===== src/hdl/exc_ctrl_pkg.sv =====
package exc_ctrl_pkg;

  // line-count limits
  localparam int IRQ_ARCH_MAX = 496;              // architectural ceiling
  localparam int IRQ_CAP_SMALL = 240;             // common lower cap
  localparam int IRQ_IMPL_CAP = 480;              // cap of this implementation

  // exception numbering
  localparam int EXC_NUM_W = 9;
  typedef logic [EXC_NUM_W-1:0] exc_num_t;
  localparam exc_num_t EXC_THREAD = 9'h000;       // no exception active
  localparam exc_num_t EXC_RESET = 9'h001;
  localparam exc_num_t EXC_NMI = 9'h002;
  localparam exc_num_t EXC_FAULT = 9'h003;
  localparam exc_num_t EXC_IRQ_BASE = 9'h010;     // line n is number n + 16

  // fixed priorities, stored with an offset of four so -4 encodes as 0
  localparam logic [2:0] PRIO_OFS = 3'h4;
  localparam logic [2:0] ENC_RESET = 3'h0;        // -4
  localparam logic [2:0] ENC_FAULT_HI = 3'h1;     // -3
  localparam logic [2:0] ENC_NMI = 3'h2;          // -2
  localparam logic [2:0] ENC_FAULT_LO = 3'h3;     // -1

  // values after reset of each line's settings
  localparam logic PRIO_RST_VAL = 1'b0;           // every priority bit reads zero
  localparam logic EN_RST_VAL = 1'b0;             // every line disabled

  // vector table: one 32-bit word per exception number
  localparam int VEC_SHIFT = 2;

  typedef enum logic [1:0] {
    ST_BOOT,
    ST_IDLE,
    ST_FETCH
  } ctl_state_t;

endpackage


===== src/hdl/prio_mem_if.sv =====
`timescale 1ns/10ps
// settings port between the controller and its per-line store
interface prio_mem_if #(
  parameter int DEPTH = 32,
  parameter int AW    = 5,
  parameter int DW    = 4
);
  logic          we;
  logic [AW-1:0] waddr;
  logic [DW-1:0] wdata;
  logic [AW-1:0] raddr;
  logic [DW-1:0] rdata;

  modport ctrl (output we, output waddr, output wdata, output raddr, input rdata);
  modport mem (input we, input waddr, input wdata, input raddr, output rdata);
endinterface


===== src/hdl/irq_cfg_mem.sv =====
`timescale 1ns/10ps
// per-line {enable, priority} store, one write and one registered read port
module irq_cfg_mem #(
  parameter int DEPTH = 32,
  parameter int AW    = 5,
  parameter int DW    = 4
) (
  input  wire logic   clk_i,    // core clock
  input  wire logic   rst_n_i,  // async reset, active low
  input  wire logic   ce_i,     // clock enable
  prio_mem_if.mem     bus       // write and read port
);

  logic [DW-1:0] cells_r [DEPTH];
  logic [DW-1:0] rdata_r;

  // reset clears all entries so every line starts disabled at priority zero
  always_ff @(posedge clk_i or negedge rst_n_i) begin
    if (!rst_n_i) begin
      for (int k = 0; k < DEPTH; k++) begin
        cells_r[k] <= {exc_ctrl_pkg::EN_RST_VAL, {(DW-1){exc_ctrl_pkg::PRIO_RST_VAL}}};
      end
    end else if (ce_i && bus.we) begin
      cells_r[bus.waddr] <= bus.wdata;
    end
  end

  // read returns the old word when read and write meet at one address
  always_ff @(posedge clk_i or negedge rst_n_i) begin
    if (!rst_n_i) begin
      rdata_r <= '0;
    end else if (ce_i) begin
      rdata_r <= cells_r[bus.raddr];
    end
  end

  assign bus.rdata = rdata_r;

endmodule


===== src/hdl/nested_vectored_irq_ctrl.sv =====
`timescale 1ns/10ps
// Summary of operation
// Accepts up to NUM_IRQ request lines, never above 496, capped here at 480.
// Line count is a design-time parameter chosen by the integrator.
// Priority field width per exception is a design-time parameter.
// Every handler runs on the main stack, whatever thread used.
// Handler execution is always privileged.
// Thread mode privilege and stack choice come from two configuration inputs.
// Unprivileged thread cannot change line settings; attempts are flagged.
// A strictly more urgent pending enabled exception pre-empts the running handler.
// On acceptance the vector word is fetched and the core branches to it.
// A request line edge pends the line; the task is suspended for it.
// Exception return pops the nest and resumes the suspended code.
// Current execution priority and every exception's priority decide what runs.
// Lines carry an enable; NMI and escalated fault are always enabled.
// Numbers 1 to 15 are system exceptions; line n is number n plus 16.
// Reset is -4, NMI -2, escalated fault -1 or -3, all fixed.
// After reset every line is disabled with priority zero.
// Lower value is more urgent; ties go to the lowest exception number.
module nested_vectored_irq_ctrl #(
  parameter int NUM_IRQ    = 32,   // implemented request lines
  parameter int PRIO_BITS  = 3,    // implemented priority bits
  parameter bit FAULT_HIGH = 1'b0  // escalated fault at -3 instead of -1
) (
  input  wire logic                 CLK_I,          // core clock, 125 MHz
  input  wire logic                 RST_N_I,        // async reset, active low
  input  wire logic                 CE_I,           // clock enable, freezes all
  input  wire logic [NUM_IRQ-1:0]   IRQ_I,          // peripheral request lines
  input  wire logic                 NMI_I,          // non-maskable request
  input  wire logic                 FAULT_I,        // escalated fault request
  input  wire logic                 THR_UNPRIV_I,   // thread runs unprivileged
  input  wire logic                 THR_PSP_I,      // thread uses process stack
  input  wire logic                 CFG_WE_I,       // line settings write strobe
  input  wire logic [$clog2(NUM_IRQ)-1:0] CFG_IDX_I, // line index
  input  wire logic                 CFG_EN_I,       // new enable
  input  wire logic [PRIO_BITS-1:0] CFG_PRIO_I,     // new priority
  output logic                      CFG_DENIED_O,   // write refused, pulse
  input  wire logic [31:0]          VEC_BASE_I,     // vector table base
  output logic                      VEC_REQ_O,      // vector fetch request
  output logic [31:0]               VEC_ADDR_O,     // vector word address
  input  wire logic                 VEC_ACK_I,      // vector word valid
  input  wire logic [31:0]          VEC_DATA_I,     // vector word
  output logic                      BRANCH_O,       // branch to handler, pulse
  output logic [31:0]               BRANCH_ADDR_O,  // handler entry address
  output logic                      SUSPEND_O,      // task suspended, pulse
  output logic                      RESUME_O,       // suspended code resumes, pulse
  input  wire logic                 EXC_RETURN_I,   // handler finished, pulse
  output logic [8:0]                EXC_NUM_O,      // active exception number
  output logic [PRIO_BITS+1:0]      EXEC_PRIO_O,    // execution priority, +4 coded
  output logic                      HANDLER_O,      // handler mode
  output logic                      PRIV_O,         // privileged now
  output logic                      USE_PSP_O       // process stack selected
);

  localparam int IDX_W = $clog2(NUM_IRQ);
  localparam int EP_W = PRIO_BITS + 2;
  localparam int MW = PRIO_BITS + 1;
  localparam int STK_DEPTH = (1 << PRIO_BITS) + 3;
  localparam int SP_W = $clog2(STK_DEPTH + 1);

  typedef logic [EP_W-1:0] ep_t;
  typedef exc_ctrl_pkg::exc_num_t num_t;

  localparam ep_t EP_THREAD = '1;
  localparam ep_t EP_NMI = ep_t'(exc_ctrl_pkg::ENC_NMI);
  localparam ep_t EP_FAULT = FAULT_HIGH ? ep_t'(exc_ctrl_pkg::ENC_FAULT_HI)
                                        : ep_t'(exc_ctrl_pkg::ENC_FAULT_LO);
  localparam logic [IDX_W-1:0] IDX_LAST = IDX_W'(NUM_IRQ - 1);

  // elaboration guard on the line count
  if (NUM_IRQ > exc_ctrl_pkg::IRQ_IMPL_CAP || NUM_IRQ < 2) begin : g_bad_count
    $error("request line count out of range");
  end

  // a beats b when more urgent, or equally urgent with a lower number
  function automatic logic beats(input logic av, input ep_t ap, input num_t an,
                                 input logic bv, input ep_t bp, input num_t bn);
    return av && (!bv || (ap < bp) || ((ap == bp) && (an < bn)));
  endfunction

  function automatic logic [31:0] vec_of(input logic [31:0] base, input num_t n);
    return base + {{(32 - exc_ctrl_pkg::EXC_NUM_W - exc_ctrl_pkg::VEC_SHIFT){1'b0}},
                   n, {exc_ctrl_pkg::VEC_SHIFT{1'b0}}};
  endfunction

  exc_ctrl_pkg::ctl_state_t state_r;
  logic [NUM_IRQ-1:0] irq_s1_r, irq_s2_r, irq_s3_r, pend_r, irq_rise_w, irq_clr_w;
  logic               nmi_s1_r, nmi_s2_r, nmi_s3_r, nmi_pend_r;
  logic               flt_s1_r, flt_s2_r, flt_s3_r, flt_pend_r;
  logic [IDX_W-1:0]   scan_idx_r, rd_idx_r, best_idx_r, win_idx_r;
  logic               rd_valid_r, best_v_r, win_v_r;
  ep_t                best_p_r, win_p_r, hit_ep_w;
  logic               hit_w, better_w, restart_w, cfg_wr_w, cfg_in_rng_w;
  num_t               snum_r [STK_DEPTH];
  ep_t                sprio_r [STK_DEPTH];
  logic [SP_W-1:0]    sp_r, pop_idx_w;
  num_t               cur_num_r, win_num_w, s1_n_w, sel_n_w;
  ep_t                cur_prio_r, s1_p_w, sel_p_w;
  logic               idle_w, ret_w, take_w, take_irq_w, take_nmi_w, take_flt_w;
  logic               win_live_w, first_nmi_w, irq_wins_w, s1_v_w, sel_v_w;
  logic               handler_r, handler_nxt, priv_r, psp_r;
  logic               branch_r, suspend_r, resume_r, denied_r;
  logic [31:0]        vec_addr_r, branch_addr_r;

  prio_mem_if #(.DEPTH(NUM_IRQ), .AW(IDX_W), .DW(MW)) mem_bus ();

  irq_cfg_mem #(.DEPTH(NUM_IRQ), .AW(IDX_W), .DW(MW)) u_cfg_mem (
    .clk_i   (CLK_I),
    .rst_n_i (RST_N_I),
    .ce_i    (CE_I),
    .bus     (mem_bus.mem)
  );

  // settings writes are honoured only while privileged
  assign cfg_in_rng_w = ({1'b0, CFG_IDX_I} < (IDX_W + 1)'(NUM_IRQ));
  assign cfg_wr_w = CFG_WE_I && priv_r && cfg_in_rng_w;
  assign mem_bus.we = cfg_wr_w;
  assign mem_bus.waddr = CFG_IDX_I;
  assign mem_bus.wdata = {CFG_EN_I, CFG_PRIO_I};
  assign mem_bus.raddr = scan_idx_r;

  // request synchronisers; only the second and third stages feed logic
  always_ff @(posedge CLK_I or negedge RST_N_I) begin
    if (!RST_N_I) begin
      {irq_s1_r, irq_s2_r, irq_s3_r} <= '0;
      {nmi_s1_r, nmi_s2_r, nmi_s3_r, flt_s1_r, flt_s2_r, flt_s3_r} <= '0;
    end else if (CE_I) begin
      {irq_s3_r, irq_s2_r, irq_s1_r} <= {irq_s2_r, irq_s1_r, IRQ_I};
      {nmi_s3_r, nmi_s2_r, nmi_s1_r} <= {nmi_s2_r, nmi_s1_r, NMI_I};
      {flt_s3_r, flt_s2_r, flt_s1_r} <= {flt_s2_r, flt_s1_r, FAULT_I};
    end
  end

  // a rising request pends its line; a new edge beats the clear of acceptance
  assign irq_rise_w = irq_s2_r & ~irq_s3_r;
  assign irq_clr_w = NUM_IRQ'(take_irq_w) << win_idx_r;

  always_ff @(posedge CLK_I or negedge RST_N_I) begin
    if (!RST_N_I) begin
      pend_r <= '0;
      nmi_pend_r <= 1'b0;
      flt_pend_r <= 1'b0;
    end else if (CE_I) begin
      pend_r <= (pend_r & ~irq_clr_w) | irq_rise_w;
      nmi_pend_r <= (nmi_pend_r && !take_nmi_w) || (nmi_s2_r && !nmi_s3_r);
      flt_pend_r <= (flt_pend_r && !take_flt_w) || (flt_s2_r && !flt_s3_r);
    end
  end

  // sweep the line store one entry a cycle; a sweep takes NUM_IRQ + 1 cycles,
  // traded for a single read port instead of a wide comparator tree;
  // a fresh edge restarts it so a part sweep never wins a tie, a steady stream delays entry
  assign hit_w = rd_valid_r && pend_r[rd_idx_r] && mem_bus.rdata[PRIO_BITS];
  assign hit_ep_w = ep_t'(mem_bus.rdata[PRIO_BITS-1:0]) + ep_t'(exc_ctrl_pkg::PRIO_OFS);
  assign better_w = hit_w && (!best_v_r || (hit_ep_w < best_p_r));
  assign restart_w = cfg_wr_w || take_irq_w || (|irq_rise_w);

  always_ff @(posedge CLK_I or negedge RST_N_I) begin
    if (!RST_N_I) begin
      {scan_idx_r, rd_idx_r, rd_valid_r} <= '0;
    end else if (CE_I) begin
      scan_idx_r <= (restart_w || scan_idx_r == IDX_LAST) ? '0 : scan_idx_r + 1'b1;
      rd_idx_r <= scan_idx_r;
      rd_valid_r <= !restart_w;
    end
  end

  // best of the running sweep, published as the winner at its last entry
  always_ff @(posedge CLK_I or negedge RST_N_I) begin
    if (!RST_N_I) begin
      {best_v_r, best_idx_r, best_p_r, win_v_r, win_idx_r, win_p_r} <= '0;
    end else if (CE_I) begin
      if (restart_w) begin
        best_v_r <= 1'b0;
        win_v_r <= 1'b0;
      end else if (rd_valid_r && rd_idx_r == IDX_LAST) begin
        win_v_r <= better_w || best_v_r;
        win_idx_r <= better_w ? rd_idx_r : best_idx_r;
        win_p_r <= better_w ? hit_ep_w : best_p_r;
        best_v_r <= 1'b0;
      end else if (better_w) begin
        {best_v_r, best_idx_r, best_p_r} <= {1'b1, rd_idx_r, hit_ep_w};
      end
    end
  end

  // pick among NMI, escalated fault and the winning line
  assign win_live_w = win_v_r && pend_r[win_idx_r];
  assign win_num_w = exc_ctrl_pkg::EXC_IRQ_BASE + num_t'(win_idx_r);
  assign first_nmi_w = beats(nmi_pend_r, EP_NMI, exc_ctrl_pkg::EXC_NMI,
                             flt_pend_r, EP_FAULT, exc_ctrl_pkg::EXC_FAULT);
  assign s1_v_w = nmi_pend_r || flt_pend_r;
  assign s1_p_w = first_nmi_w ? EP_NMI : EP_FAULT;
  assign s1_n_w = first_nmi_w ? exc_ctrl_pkg::EXC_NMI : exc_ctrl_pkg::EXC_FAULT;
  assign irq_wins_w = beats(win_live_w, win_p_r, win_num_w, s1_v_w, s1_p_w, s1_n_w);
  assign sel_v_w = s1_v_w || win_live_w;
  assign sel_p_w = irq_wins_w ? win_p_r : s1_p_w;
  assign sel_n_w = irq_wins_w ? win_num_w : s1_n_w;

  // return is served before a new entry in the same cycle
  assign idle_w = (state_r == exc_ctrl_pkg::ST_IDLE);
  assign ret_w = idle_w && EXC_RETURN_I && handler_r;
  assign take_w = idle_w && !ret_w && sel_v_w && (sel_p_w < cur_prio_r)
                  && (sp_r < SP_W'(STK_DEPTH));
  assign take_irq_w = take_w && irq_wins_w;
  assign take_nmi_w = take_w && !irq_wins_w && first_nmi_w;
  assign take_flt_w = take_w && !irq_wins_w && !first_nmi_w;
  assign pop_idx_w = sp_r - SP_W'(1);
  assign handler_nxt = take_w || (handler_r && !(ret_w && sp_r == SP_W'(1)));

  // entry sequencer: reset vector first, then fetch per accepted exception
  always_ff @(posedge CLK_I or negedge RST_N_I) begin
    if (!RST_N_I) begin
      state_r <= exc_ctrl_pkg::ST_BOOT;
      vec_addr_r <= '0;
    end else if (CE_I) begin
      case (state_r)
        exc_ctrl_pkg::ST_BOOT: begin
          vec_addr_r <= vec_of(VEC_BASE_I, exc_ctrl_pkg::EXC_RESET);
          state_r <= exc_ctrl_pkg::ST_FETCH;
        end
        exc_ctrl_pkg::ST_FETCH: begin
          if (VEC_ACK_I) state_r <= exc_ctrl_pkg::ST_IDLE;
        end
        default: begin
          if (take_w) begin
            vec_addr_r <= vec_of(VEC_BASE_I, sel_n_w);
            state_r <= exc_ctrl_pkg::ST_FETCH;
          end
        end
      endcase
    end
  end

  // nest of suspended contexts; the running one sits in cur_*_r
  always_ff @(posedge CLK_I or negedge RST_N_I) begin
    if (!RST_N_I) begin
      for (int k = 0; k < STK_DEPTH; k++) begin
        snum_r[k] <= exc_ctrl_pkg::EXC_THREAD;
        sprio_r[k] <= EP_THREAD;
      end
      sp_r <= '0;
      cur_num_r <= exc_ctrl_pkg::EXC_THREAD;
      cur_prio_r <= EP_THREAD;
    end else if (CE_I) begin
      if (take_w) begin
        snum_r[sp_r] <= cur_num_r;
        sprio_r[sp_r] <= cur_prio_r;
        cur_num_r <= sel_n_w;
        cur_prio_r <= sel_p_w;
        sp_r <= sp_r + SP_W'(1);
      end else if (ret_w) begin
        cur_num_r <= snum_r[pop_idx_w];
        cur_prio_r <= sprio_r[pop_idx_w];
        sp_r <= pop_idx_w;
      end
    end
  end

  // mode outputs; thread settings take effect one cycle after they change
  always_ff @(posedge CLK_I or negedge RST_N_I) begin
    if (!RST_N_I) begin
      {handler_r, psp_r} <= '0;
      priv_r <= 1'b1;
    end else if (CE_I) begin
      handler_r <= handler_nxt;
      priv_r <= handler_nxt || !THR_UNPRIV_I;
      psp_r <= !handler_nxt && THR_PSP_I;
    end
  end

  // one-cycle event outputs
  always_ff @(posedge CLK_I or negedge RST_N_I) begin
    if (!RST_N_I) begin
      {branch_r, suspend_r, resume_r, denied_r, branch_addr_r} <= '0;
    end else if (CE_I) begin
      branch_r <= (state_r == exc_ctrl_pkg::ST_FETCH) && VEC_ACK_I;
      if ((state_r == exc_ctrl_pkg::ST_FETCH) && VEC_ACK_I) branch_addr_r <= VEC_DATA_I;
      suspend_r <= take_w && !handler_r;
      resume_r <= ret_w;
      denied_r <= CFG_WE_I && !priv_r;
    end
  end

  assign VEC_REQ_O = (state_r == exc_ctrl_pkg::ST_FETCH);
  assign VEC_ADDR_O = vec_addr_r;
  assign BRANCH_O = branch_r;
  assign BRANCH_ADDR_O = branch_addr_r;
  assign SUSPEND_O = suspend_r;
  assign RESUME_O = resume_r;
  assign CFG_DENIED_O = denied_r;
  assign EXC_NUM_O = cur_num_r;
  assign EXEC_PRIO_O = cur_prio_r;
  assign HANDLER_O = handler_r;
  assign PRIV_O = priv_r;
  assign USE_PSP_O = psp_r;

  handler_priv_a: assert property (@(posedge CLK_I) disable iff (!RST_N_I)
    HANDLER_O |-> PRIV_O) else $error("handler running unprivileged");
  handler_msp_a: assert property (@(posedge CLK_I) disable iff (!RST_N_I)
    HANDLER_O |-> !USE_PSP_O) else $error("handler on process stack");
  cfg_block_a: assert property (@(posedge CLK_I) disable iff (!RST_N_I)
    CE_I && CFG_WE_I && !PRIV_O |-> !mem_bus.we ##1 CFG_DENIED_O)
    else $error("unprivileged settings write not refused");
  nest_prio_a: assert property (@(posedge CLK_I) disable iff (!RST_N_I)
    CE_I && take_w |=> EXEC_PRIO_O < $past(EXEC_PRIO_O) && HANDLER_O)
    else $error("entry without higher priority");
  vec_fetch_a: assert property (@(posedge CLK_I) disable iff (!RST_N_I)
    CE_I && take_w |=> VEC_REQ_O && VEC_ADDR_O == vec_of($past(VEC_BASE_I), EXC_NUM_O))
    else $error("wrong vector address");
  vec_branch_a: assert property (@(posedge CLK_I) disable iff (!RST_N_I)
    CE_I && VEC_REQ_O && VEC_ACK_I |=> BRANCH_O && BRANCH_ADDR_O == $past(VEC_DATA_I))
    else $error("branch does not follow vector word");
  resume_ctx_a: assert property (@(posedge CLK_I) disable iff (!RST_N_I)
    CE_I && ret_w |=> RESUME_O && EXEC_PRIO_O == $past(sprio_r[pop_idx_w]))
    else $error("return did not restore context");
  irq_map_a: assert property (@(posedge CLK_I) disable iff (!RST_N_I)
    CE_I && take_irq_w |=> EXC_NUM_O == exc_ctrl_pkg::EXC_IRQ_BASE + num_t'($past(win_idx_r)))
    else $error("line to exception number mismatch");
  nmi_fixed_a: assert property (@(posedge CLK_I) disable iff (!RST_N_I)
    idle_w && !ret_w && nmi_pend_r && !(FAULT_HIGH && flt_pend_r) && cur_prio_r > EP_NMI
    |-> take_nmi_w) else $error("pending NMI not taken");
  scan_tie_a: assert property (@(posedge CLK_I) disable iff (!RST_N_I)
    CE_I && hit_w && best_v_r && hit_ep_w == best_p_r && !restart_w
    && rd_idx_r != IDX_LAST |=> best_idx_r == $past(best_idx_r))
    else $error("tie not kept by lower number");

endmodule


===== config.mk =====
export PLATFORM = sky130hd
export DESIGN_NAME = nested_vectored_irq_ctrl
export DESIGN_NICKNAME = d
export VERILOG_FILES = /design/src/hdl/exc_ctrl_pkg.sv /design/src/hdl/prio_mem_if.sv /design/src/hdl/irq_cfg_mem.sv /design/src/hdl/nested_vectored_irq_ctrl.sv
export SDC_FILE = /design/constraint.sdc
export NUM_CORES = 1
export LEC_CHECK = 0
export ABC_AREA = 0
export ABC_CLOCK_PERIOD_IN_PS = 9200
export BUFFER_PORTS_ARGS = -buffer_cell sky130_fd_sc_hd__buf_2
export CAP_MARGIN = 5
export CORE_MARGIN = 2
export CORE_UTILIZATION = 45
export CTS_CLUSTER_DIAMETER = 120
export DETAILED_ROUTE_END_ITERATION = 8
export HOLD_SLACK_MARGIN = 0.15
export PLACE_DENSITY = 0.73
export SYNTH_ARGS = -nofsm -noshare
export SYNTH_HDL_FRONTEND = slang
export SYNTH_SLANG_ARGS = --single-unit

===== constraint.sdc =====
create_clock -name CLK_I -period 9.2 [get_ports CLK_I]
set_clock_uncertainty 0.15 [all_clocks]
set_input_delay 0.92 -clock CLK_I [delete_from_list [all_inputs] [get_ports CLK_I]]
set_output_delay 0.92 -clock CLK_I [all_outputs]
set_load 0.1 [all_outputs]

==> impl_results.md, run 1 <==
- Via count: 16410
- Met3 usage: 0.0417
- Crit-path max FO: 20
- Final Util: 0.514
- Post-CTS resize count: 0
- Max clock buf depth: 3
- Worst-margin pin slew: 1.28 ns
- Status: finished clean
- Core ar.: 0.0574 mm²
- Leak pwr: 13.3 nW
- Hold bufs inserted after CTS: 0
- Final Hold Fails: 0
- P per Cell Area: 232 mW/mm²
- Vias in the first global route: 17200
- Grt met1 use: 0.273
- Worst-skew pair later-pin latency: 0.62 ns
- #FFs+latches synth: 546
- DR vias/cell: 5.77
- Setup Fix Bufs, Post-CTS: 0
- # IOs: 201
- Slew headroom: 0.145
- # clock sinks: 546
- Ys flop type: dfrtp_1
- Worst r2r dst: VEC_ADDR_O[30]$_DFFE_PN0P_
- Row count: 88
- Reg2Reg Setup Slack: 3.00 ns
- Global placement routability congestion: 0.887
- Setup Crit Path Kind: reg -> reg
- Remaining antenna violation count: 0
- Largest net degree at the start of global routing: 186
- Nets: 2165
- Final period util: 0.673
- Yosys warns: 0
- Post-Synthesis Cells: 1883
- Synth Area per Inst: 13.8 µm²
- Async SR Flop Fraction: 1.00
- CTS tree: done
- DP HPWL: 38800 µm
- CTS clk-pin slew, worst paths: 0.06 ns
- Total wire length: 59800 µm
- Startpoint Class: flip-flop
- Total grt overflow: 0
- Buffers added on ports: 200
- Max-slew violations: 0
- DRC viols: 0
- GRT Max-Usage Layer: met2
- Number of buffers created by CTS: 57
- Max-cap viol count: 0
- Share of layout cells above drive strength 1: 0.458
- Unrepaired setup endpoints after global routing: no
- First-pass GRT wire length: 96600 µm
- Post-DR wirelength/cell: 21.0 µm
- CTS root buffer: clkbuf_16
- DR iter-0 viols: 1506
- Min-delay worst type: in -> async
- F_max: 0.161 GHz
- Post-Syn Nets: 2019
- Synthesized cell area: 0.0259 mm²
- Vertical die dimension: 244 µm
- Die Wd: 244 µm
- Min cycle time layout: 6.20 ns
- DR pass1 iterations: 7
- Sequential fraction of the synthesis area: 0.529
- Commonest cells after routing, fill and taps aside: 483 x dfrtp_1, 399 x mux2_2, 198 x buf_2
- DIE AREA: 0.0596 mm²
- Total Power: 6.85 mW
- Area grow syn2layout: 13.6%
- Starting Density: 0.452
- Worst EP required: 9.55 ns
- Number of flops mapped to enable cells by yosys: 0
- Crit path DAT: 6.54 ns
- Yosys cell types: 74
- Global Route Usage Sum: 0.202
- Final setup TNS: 0 ns
- Reg2Reg Launch Point: win_idx_r[0]$_DFFE_PN0P_
- Critical path endpoint category: flip-flop
- Most common cell after layout, fill and taps aside: dfrtp_1
- Reg2Reg Depth: 17
- Final setup violation count: 0
- GR Util met2: 0.331
- CTS H-tree depth: 2
- Initial antenna violation count: 0
- Maximum VDD drop: 0.000371 V
==> cells in the mapped netlist (all sizes together), types with 21 or more instances <==
cell	number	area (µm²)
mux4	83	1880
nor4	21	131
nor3	25	130
buf	38	239
o21ai	28	140
a31oi	48	307
nor2b	42	263
mux2i	24	240
clkbuf	94	353
dfrtp	485	12100
dfstp	61	1600
nand3	28	238
a21oi	66	330
nand2	67	251
nor2	67	251
inv	40	150
mux2	483	5700
==> state kept, by name, summed over array words and instances (netlist names), 2 cells and up <==
| name | count |
|---|---|
| mem_bus.raddr | 5 |
| VEC_ADDR_O | 32 |
| sp_r | 4 |
| win_idx_r | 5 |
| win_p_r | 5 |
| snum_r | 99 |
| state_r | 2 |
| EXC_NUM_O | 9 |
| u_cfg_mem.cells_r | 128 |
| EXEC_PRIO_O | 5 |
| irq_s2_r | 32 |
| best_idx_r | 5 |
| sprio_r | 55 |
| irq_s1_r | 32 |
| u_cfg_mem.bus.rdata | 4 |
| pend_r | 32 |
| BRANCH_ADDR_O | 32 |
| rd_idx_r | 5 |
| best_p_r | 5 |
| irq_s3_r | 32 |
==> final cells by class <==
| type | instances | area (µm²) |
|---|---|---|
| fill | 4769 | 27900 |
| sequential | 546 | 13700 |
| multi-input combinational | 1165 | 11500 |
| clock buffer | 93 | 1790 |
| timing repair buffer | 219 | 1180 |
| tap | 765 | 957 |
| clock inverter | 15 | 165 |
| inverter | 40 | 150 |
| antenna | 1 | 2.50 |
==> metal layers <==
metal / up-vias / part of all wire / wire, µm
met3: 123 / 0.065 / 3860
li1: 7240 / - / -
met2: 547 / 0.48 / 28900
met4: 0 / 0.026 / 1590
met5: - / 0 / 0
met1: 8500 / 0.43 / 25500
==> worst max path at each step <==
stage	start	end	depth (start not counted)
5_1_grt	win_idx_r[0]$_DFFE_PN0P_	pend_r[4]$_DFFE_PN0P_	13
3_3_place_gp	win_idx_r[0]$_DFFE_PN0P_	snum_r[53]$_DFFE_PN0P_	13
2_1_floorplan	win_idx_r[0]$_DFFE_PN0P_	VEC_ADDR_O[26]$_DFFE_PN0P_	20
6_report	win_idx_r[0]$_DFFE_PN0P_	VEC_ADDR_O[30]$_DFFE_PN0P_	17
4_1_cts	win_idx_r[0]$_DFFE_PN0P_	pend_r[4]$_DFFE_PN0P_	13
3_5_place_dp	win_idx_r[0]$_DFFE_PN0P_	pend_r[17]$_DFFE_PN0P_	13
==> report_power, final <==
part	leakage (nW)	total (mW)	internal [mW]	switching [mW]
combinational	5.55	1.67	0.367	1.30
clock	0.960	2.37	1.41	0.961
sequential	6.77	2.81	2.66	0.141
==> worst max-delay path, stage by stage, from the launching register on <==
cell and delay (ns):
dfrtp_1 0.90, mux4_1 0.67, mux2_2 0.29, o221ai_1 0.35
or2_0 0.67, o21ai_0 0.33, o21ai_0 0.20, ha_1 0.21
inv_1 0.05, fa_1 0.40, nor2b_1 0.16, o21ai_0 0.12
a21boi_0 0.27, o21ai_0 0.12, buf_4 0.19, a2111oi_0 0.54
xor2_1 0.14, mux2_2 0.29
==> stage by stage <==
step	instances	area, µm²	hold slack (ns)	setup WS, ns
5_1_grt	2843	29500	0.249	2.71
6_report	2844	29500	0.159	3.00
2_1_floorplan	1883	25900	0.266	4.34
3_5_place_dp	2735	27500	0.280	3.12
4_1_cts	2843	29500	0.221	3.10
3_3_place_gp	2735	27500	0.274	3.39
==> cells by family (layout without fill, tap and decap cells) <==
logic type      count (synthesis)  in the layout  synth area share
flops                         546            546             0.529
compound gates                223            223            0.0573
mux                           590            590             0.301
xor+xnor                       32             32            0.0108
buf+inv                       172            367            0.0286
fa+ha+maj                      21             21            0.0104
other cells                     0              1                 0
simple gates                  299            299            0.0621
No activity file was read; power rests on OpenSTA's default activity.
==> run 2: changes to the inputs <==
--- a/config.mk
+++ b/config.mk
@@ -6,7 +6,7 @@
 export NUM_CORES = 1
 export LEC_CHECK = 0
 export ABC_AREA = 0
-export ABC_CLOCK_PERIOD_IN_PS = 9200
+export ABC_CLOCK_PERIOD_IN_PS = 6150
 export BUFFER_PORTS_ARGS = -buffer_cell sky130_fd_sc_hd__buf_2
 export CAP_MARGIN = 5
 export CORE_MARGIN = 2
==> constraint.sdc (replaced) <==
create_clock -name CLK_I -period 6.15 [get_ports CLK_I]
set_clock_uncertainty 0.15 [all_clocks]
set_input_delay 0.615 -clock CLK_I [delete_from_list [all_inputs] [get_ports CLK_I]]
set_output_delay 0.615 -clock CLK_I [all_outputs]
set_load 0.1 [all_outputs]
==> impl_results.md, run 2 (same netlist as run 1, synthesis figures left out) <==
- CTS clk-pin slew, worst paths: 0.06 ns (about the same)
- Final setup TNS: 0 ns (unchanged)
- Total grt overflow: 0 (unchanged)
- Design area: 0.0303 mm² (+2.6%)
- Status: finished clean
- Initial antenna violation count: 2 (+2)
- Total Power: 10.3 mW (+50%)
- Largest net degree at the start of global routing: 160 (-14%)
- First-pass GRT wire length: 98200 µm (+1.7%)
- Final period util: 0.939 (+0.266)
- CTS tree: done
- Final Util: 0.528 (+0.0136)
- Unrepaired setup endpoints after global routing: no
- Number of buffers created by CTS: 58 (+1.8%)
- Buffers added on ports: 200 (unchanged)
- Nets: 2245 (+3.7%)
- Max-cap viol count: 0 (unchanged)
- Place WS: 0.239 ns (-2.88 ns)
- Biggest regs: u_cfg_mem.cells_r (128), snum_r (99), sprio_r (55)
- Number of cells after detailed placement: 2741 (+0.22%)
- Register area: 0.0137 mm² (unchanged)
- Worst-margin pin slew: 1.16 ns (-0.113 ns)
- Crit-path max FO: 20 (unchanged)
- Slew headroom: 0.225 (+0.0795)
- Final hold slack: 0.239 ns (+0.0800 ns)
- Crit path DAT: 6.12 ns (-0.42 ns)
- Global Route Usage Sum: 0.205 (+0.00268)
- Worst-skew pair later-pin latency: 0.62 ns (about the same)
- # IOs: 201 (unchanged)
- Commonest cells after routing, fill and taps aside: 483 x dfrtp_1, 399 x mux2_2, 198 x buf_2
- Setup Crit Path Kind: reg -> reg
- DR vias/cell: 5.71 (-0.96%)
- Max-slew violations: 0 (unchanged)
- Die Wd: 244 µm (unchanged)
- Startpoint Class: flip-flop
- CTS root buffer: clkbuf_16
- Row count: 88 (unchanged)
- Starting Density: 0.452 (unchanged)
- CTS H-tree depth: 2 (unchanged)
- Leak pwr: 13.6 nW (+2.5%)
- Vertical die dimension: 244 µm (unchanged)
- Min cycle time layout: 5.78 ns (-0.419 ns)
- Final Hold Fails: 0 (unchanged)
- DIE AREA: 0.0596 mm² (unchanged)
- Worst EP required: 6.49 ns (-3.06 ns)
- Largest Register: u_cfg_mem.cells_r
- Critical path endpoint category: flip-flop
- Non-filler cells, final: 2925 (+2.8%)
- F_max: 0.173 GHz (+7.3%)
- Core ar.: 0.0574 mm² (unchanged)
- Via count: 16715 (+1.9%)
- Fillcell total: 4718 (-1.1%)
- Slack of the critical path: 0.373 ns (-2.63 ns)
- DR iter-0 viols: 1149 (-24%)
- Max reg flops: 128 (unchanged)
- Global placement routability congestion: 0.903 (+1.9%)
- DRC viols: 0 (unchanged)
- DP HPWL: 39000 µm (+0.50%)
- Area grow syn2layout: 16.7%
- # clock sinks: 546 (unchanged)
- Min-delay worst type: in -> reg
- Max clock buf depth: 3 (unchanged)
- Multi-input logic area: 0.0115 mm² (about the same)
- Share of layout cells above drive strength 1: 0.445 (-0.0130)
- Final setup violation count: 0 (unchanged)
- Post-DR wirelength/cell: 20.9 µm (-0.54%)
- Maximum VDD drop: 0.000610 V (+64%)
- Total wire length: 61200 µm (+2.3%)
- P per Cell Area: 340 mW/mm² (+47%)
- DR pass1 iterations: 5 (-2)
- Most common cell after layout, fill and taps aside: dfrtp_1
- Remaining antenna violation count: 0 (unchanged)
- Post-placement cell area: 0.0276 mm² (+0.16%)
- Vias in the first global route: 17490 (+1.7%)
## run 2: cell type report
cell class              count  share of cell area
well taps                 765              0.0316
diodes                      1           0.0000827
clock buffers              80              0.0544
flip-flops and latches    546               0.454
repair buffers            298              0.0648
inverters                  40             0.00496
clock inverters            30              0.0105
multi-input cells        1165               0.380
## run 2: report_power, final
group	leakage (nW)	internal, mW	total [mW]	switching [mW]
clock network	0.956	2.09	3.56	1.47
logic	5.89	0.580	2.55	1.97
registers	6.77	3.99	4.20	0.218
## run 2: what timing repair did
action / in CTS / in global routing
setup buffers: 0 / 0
hold buffers: 73 / 0
hold endpoints to repair: 156 / 0
gates resized for setup: 0 / 1
endpoints found under the setup margin: 0 / 14
## run 2: worst max-delay path, stage by stage (launching register included)
cell,delay (ns)
dfrtp_1,0.91
mux4_1,0.65
mux2_2,0.29
o221ai_1,0.32
or2_0,0.39
nor2_1,0.12
ha_1,0.31
a21oi_1,0.12
o21ai_0,0.10
nor4_1,0.45
a31oi_2,0.16
a311oi_4,0.33
buf_4,0.32
nand4_2,0.52
mux2_2,0.48
## run 2: worst paths after layout
check / from / to / slack [ns] / depth (start not counted)
max in group asynchronous: RST_N_I / irq_s1_r[27]$_DFFE_PN0P_ / 3.82 / 3
max reg2reg: win_idx_r[0]$_DFFE_PN0P_ / snum_r[17]$_DFFE_PN0P_ / 0.37 / 14
max: win_idx_r[0]$_DFFE_PN0P_ / snum_r[17]$_DFFE_PN0P_ / 0.37 / 14
min reg2reg: nmi_s3_r$_DFFE_PN0P_ / first_nmi_w$_DFFE_PN0P_ / 0.29 / 1
min in group asynchronous: RST_N_I / VEC_ADDR_O[15]$_DFFE_PN0P_ / 0.55 / 2
min: VEC_BASE_I[9] / VEC_ADDR_O[9]$_DFFE_PN0P_ / 0.24 / 3
## run 2: routing by layer
metal  GRT usage  wire length, µm  vias up
li1            -                -     7402
met1       0.278            26500     8684
met2       0.341            30100      531
met3      0.0371             3320       98
met4      0.0527             1290        0
met5    0.000817                0        -
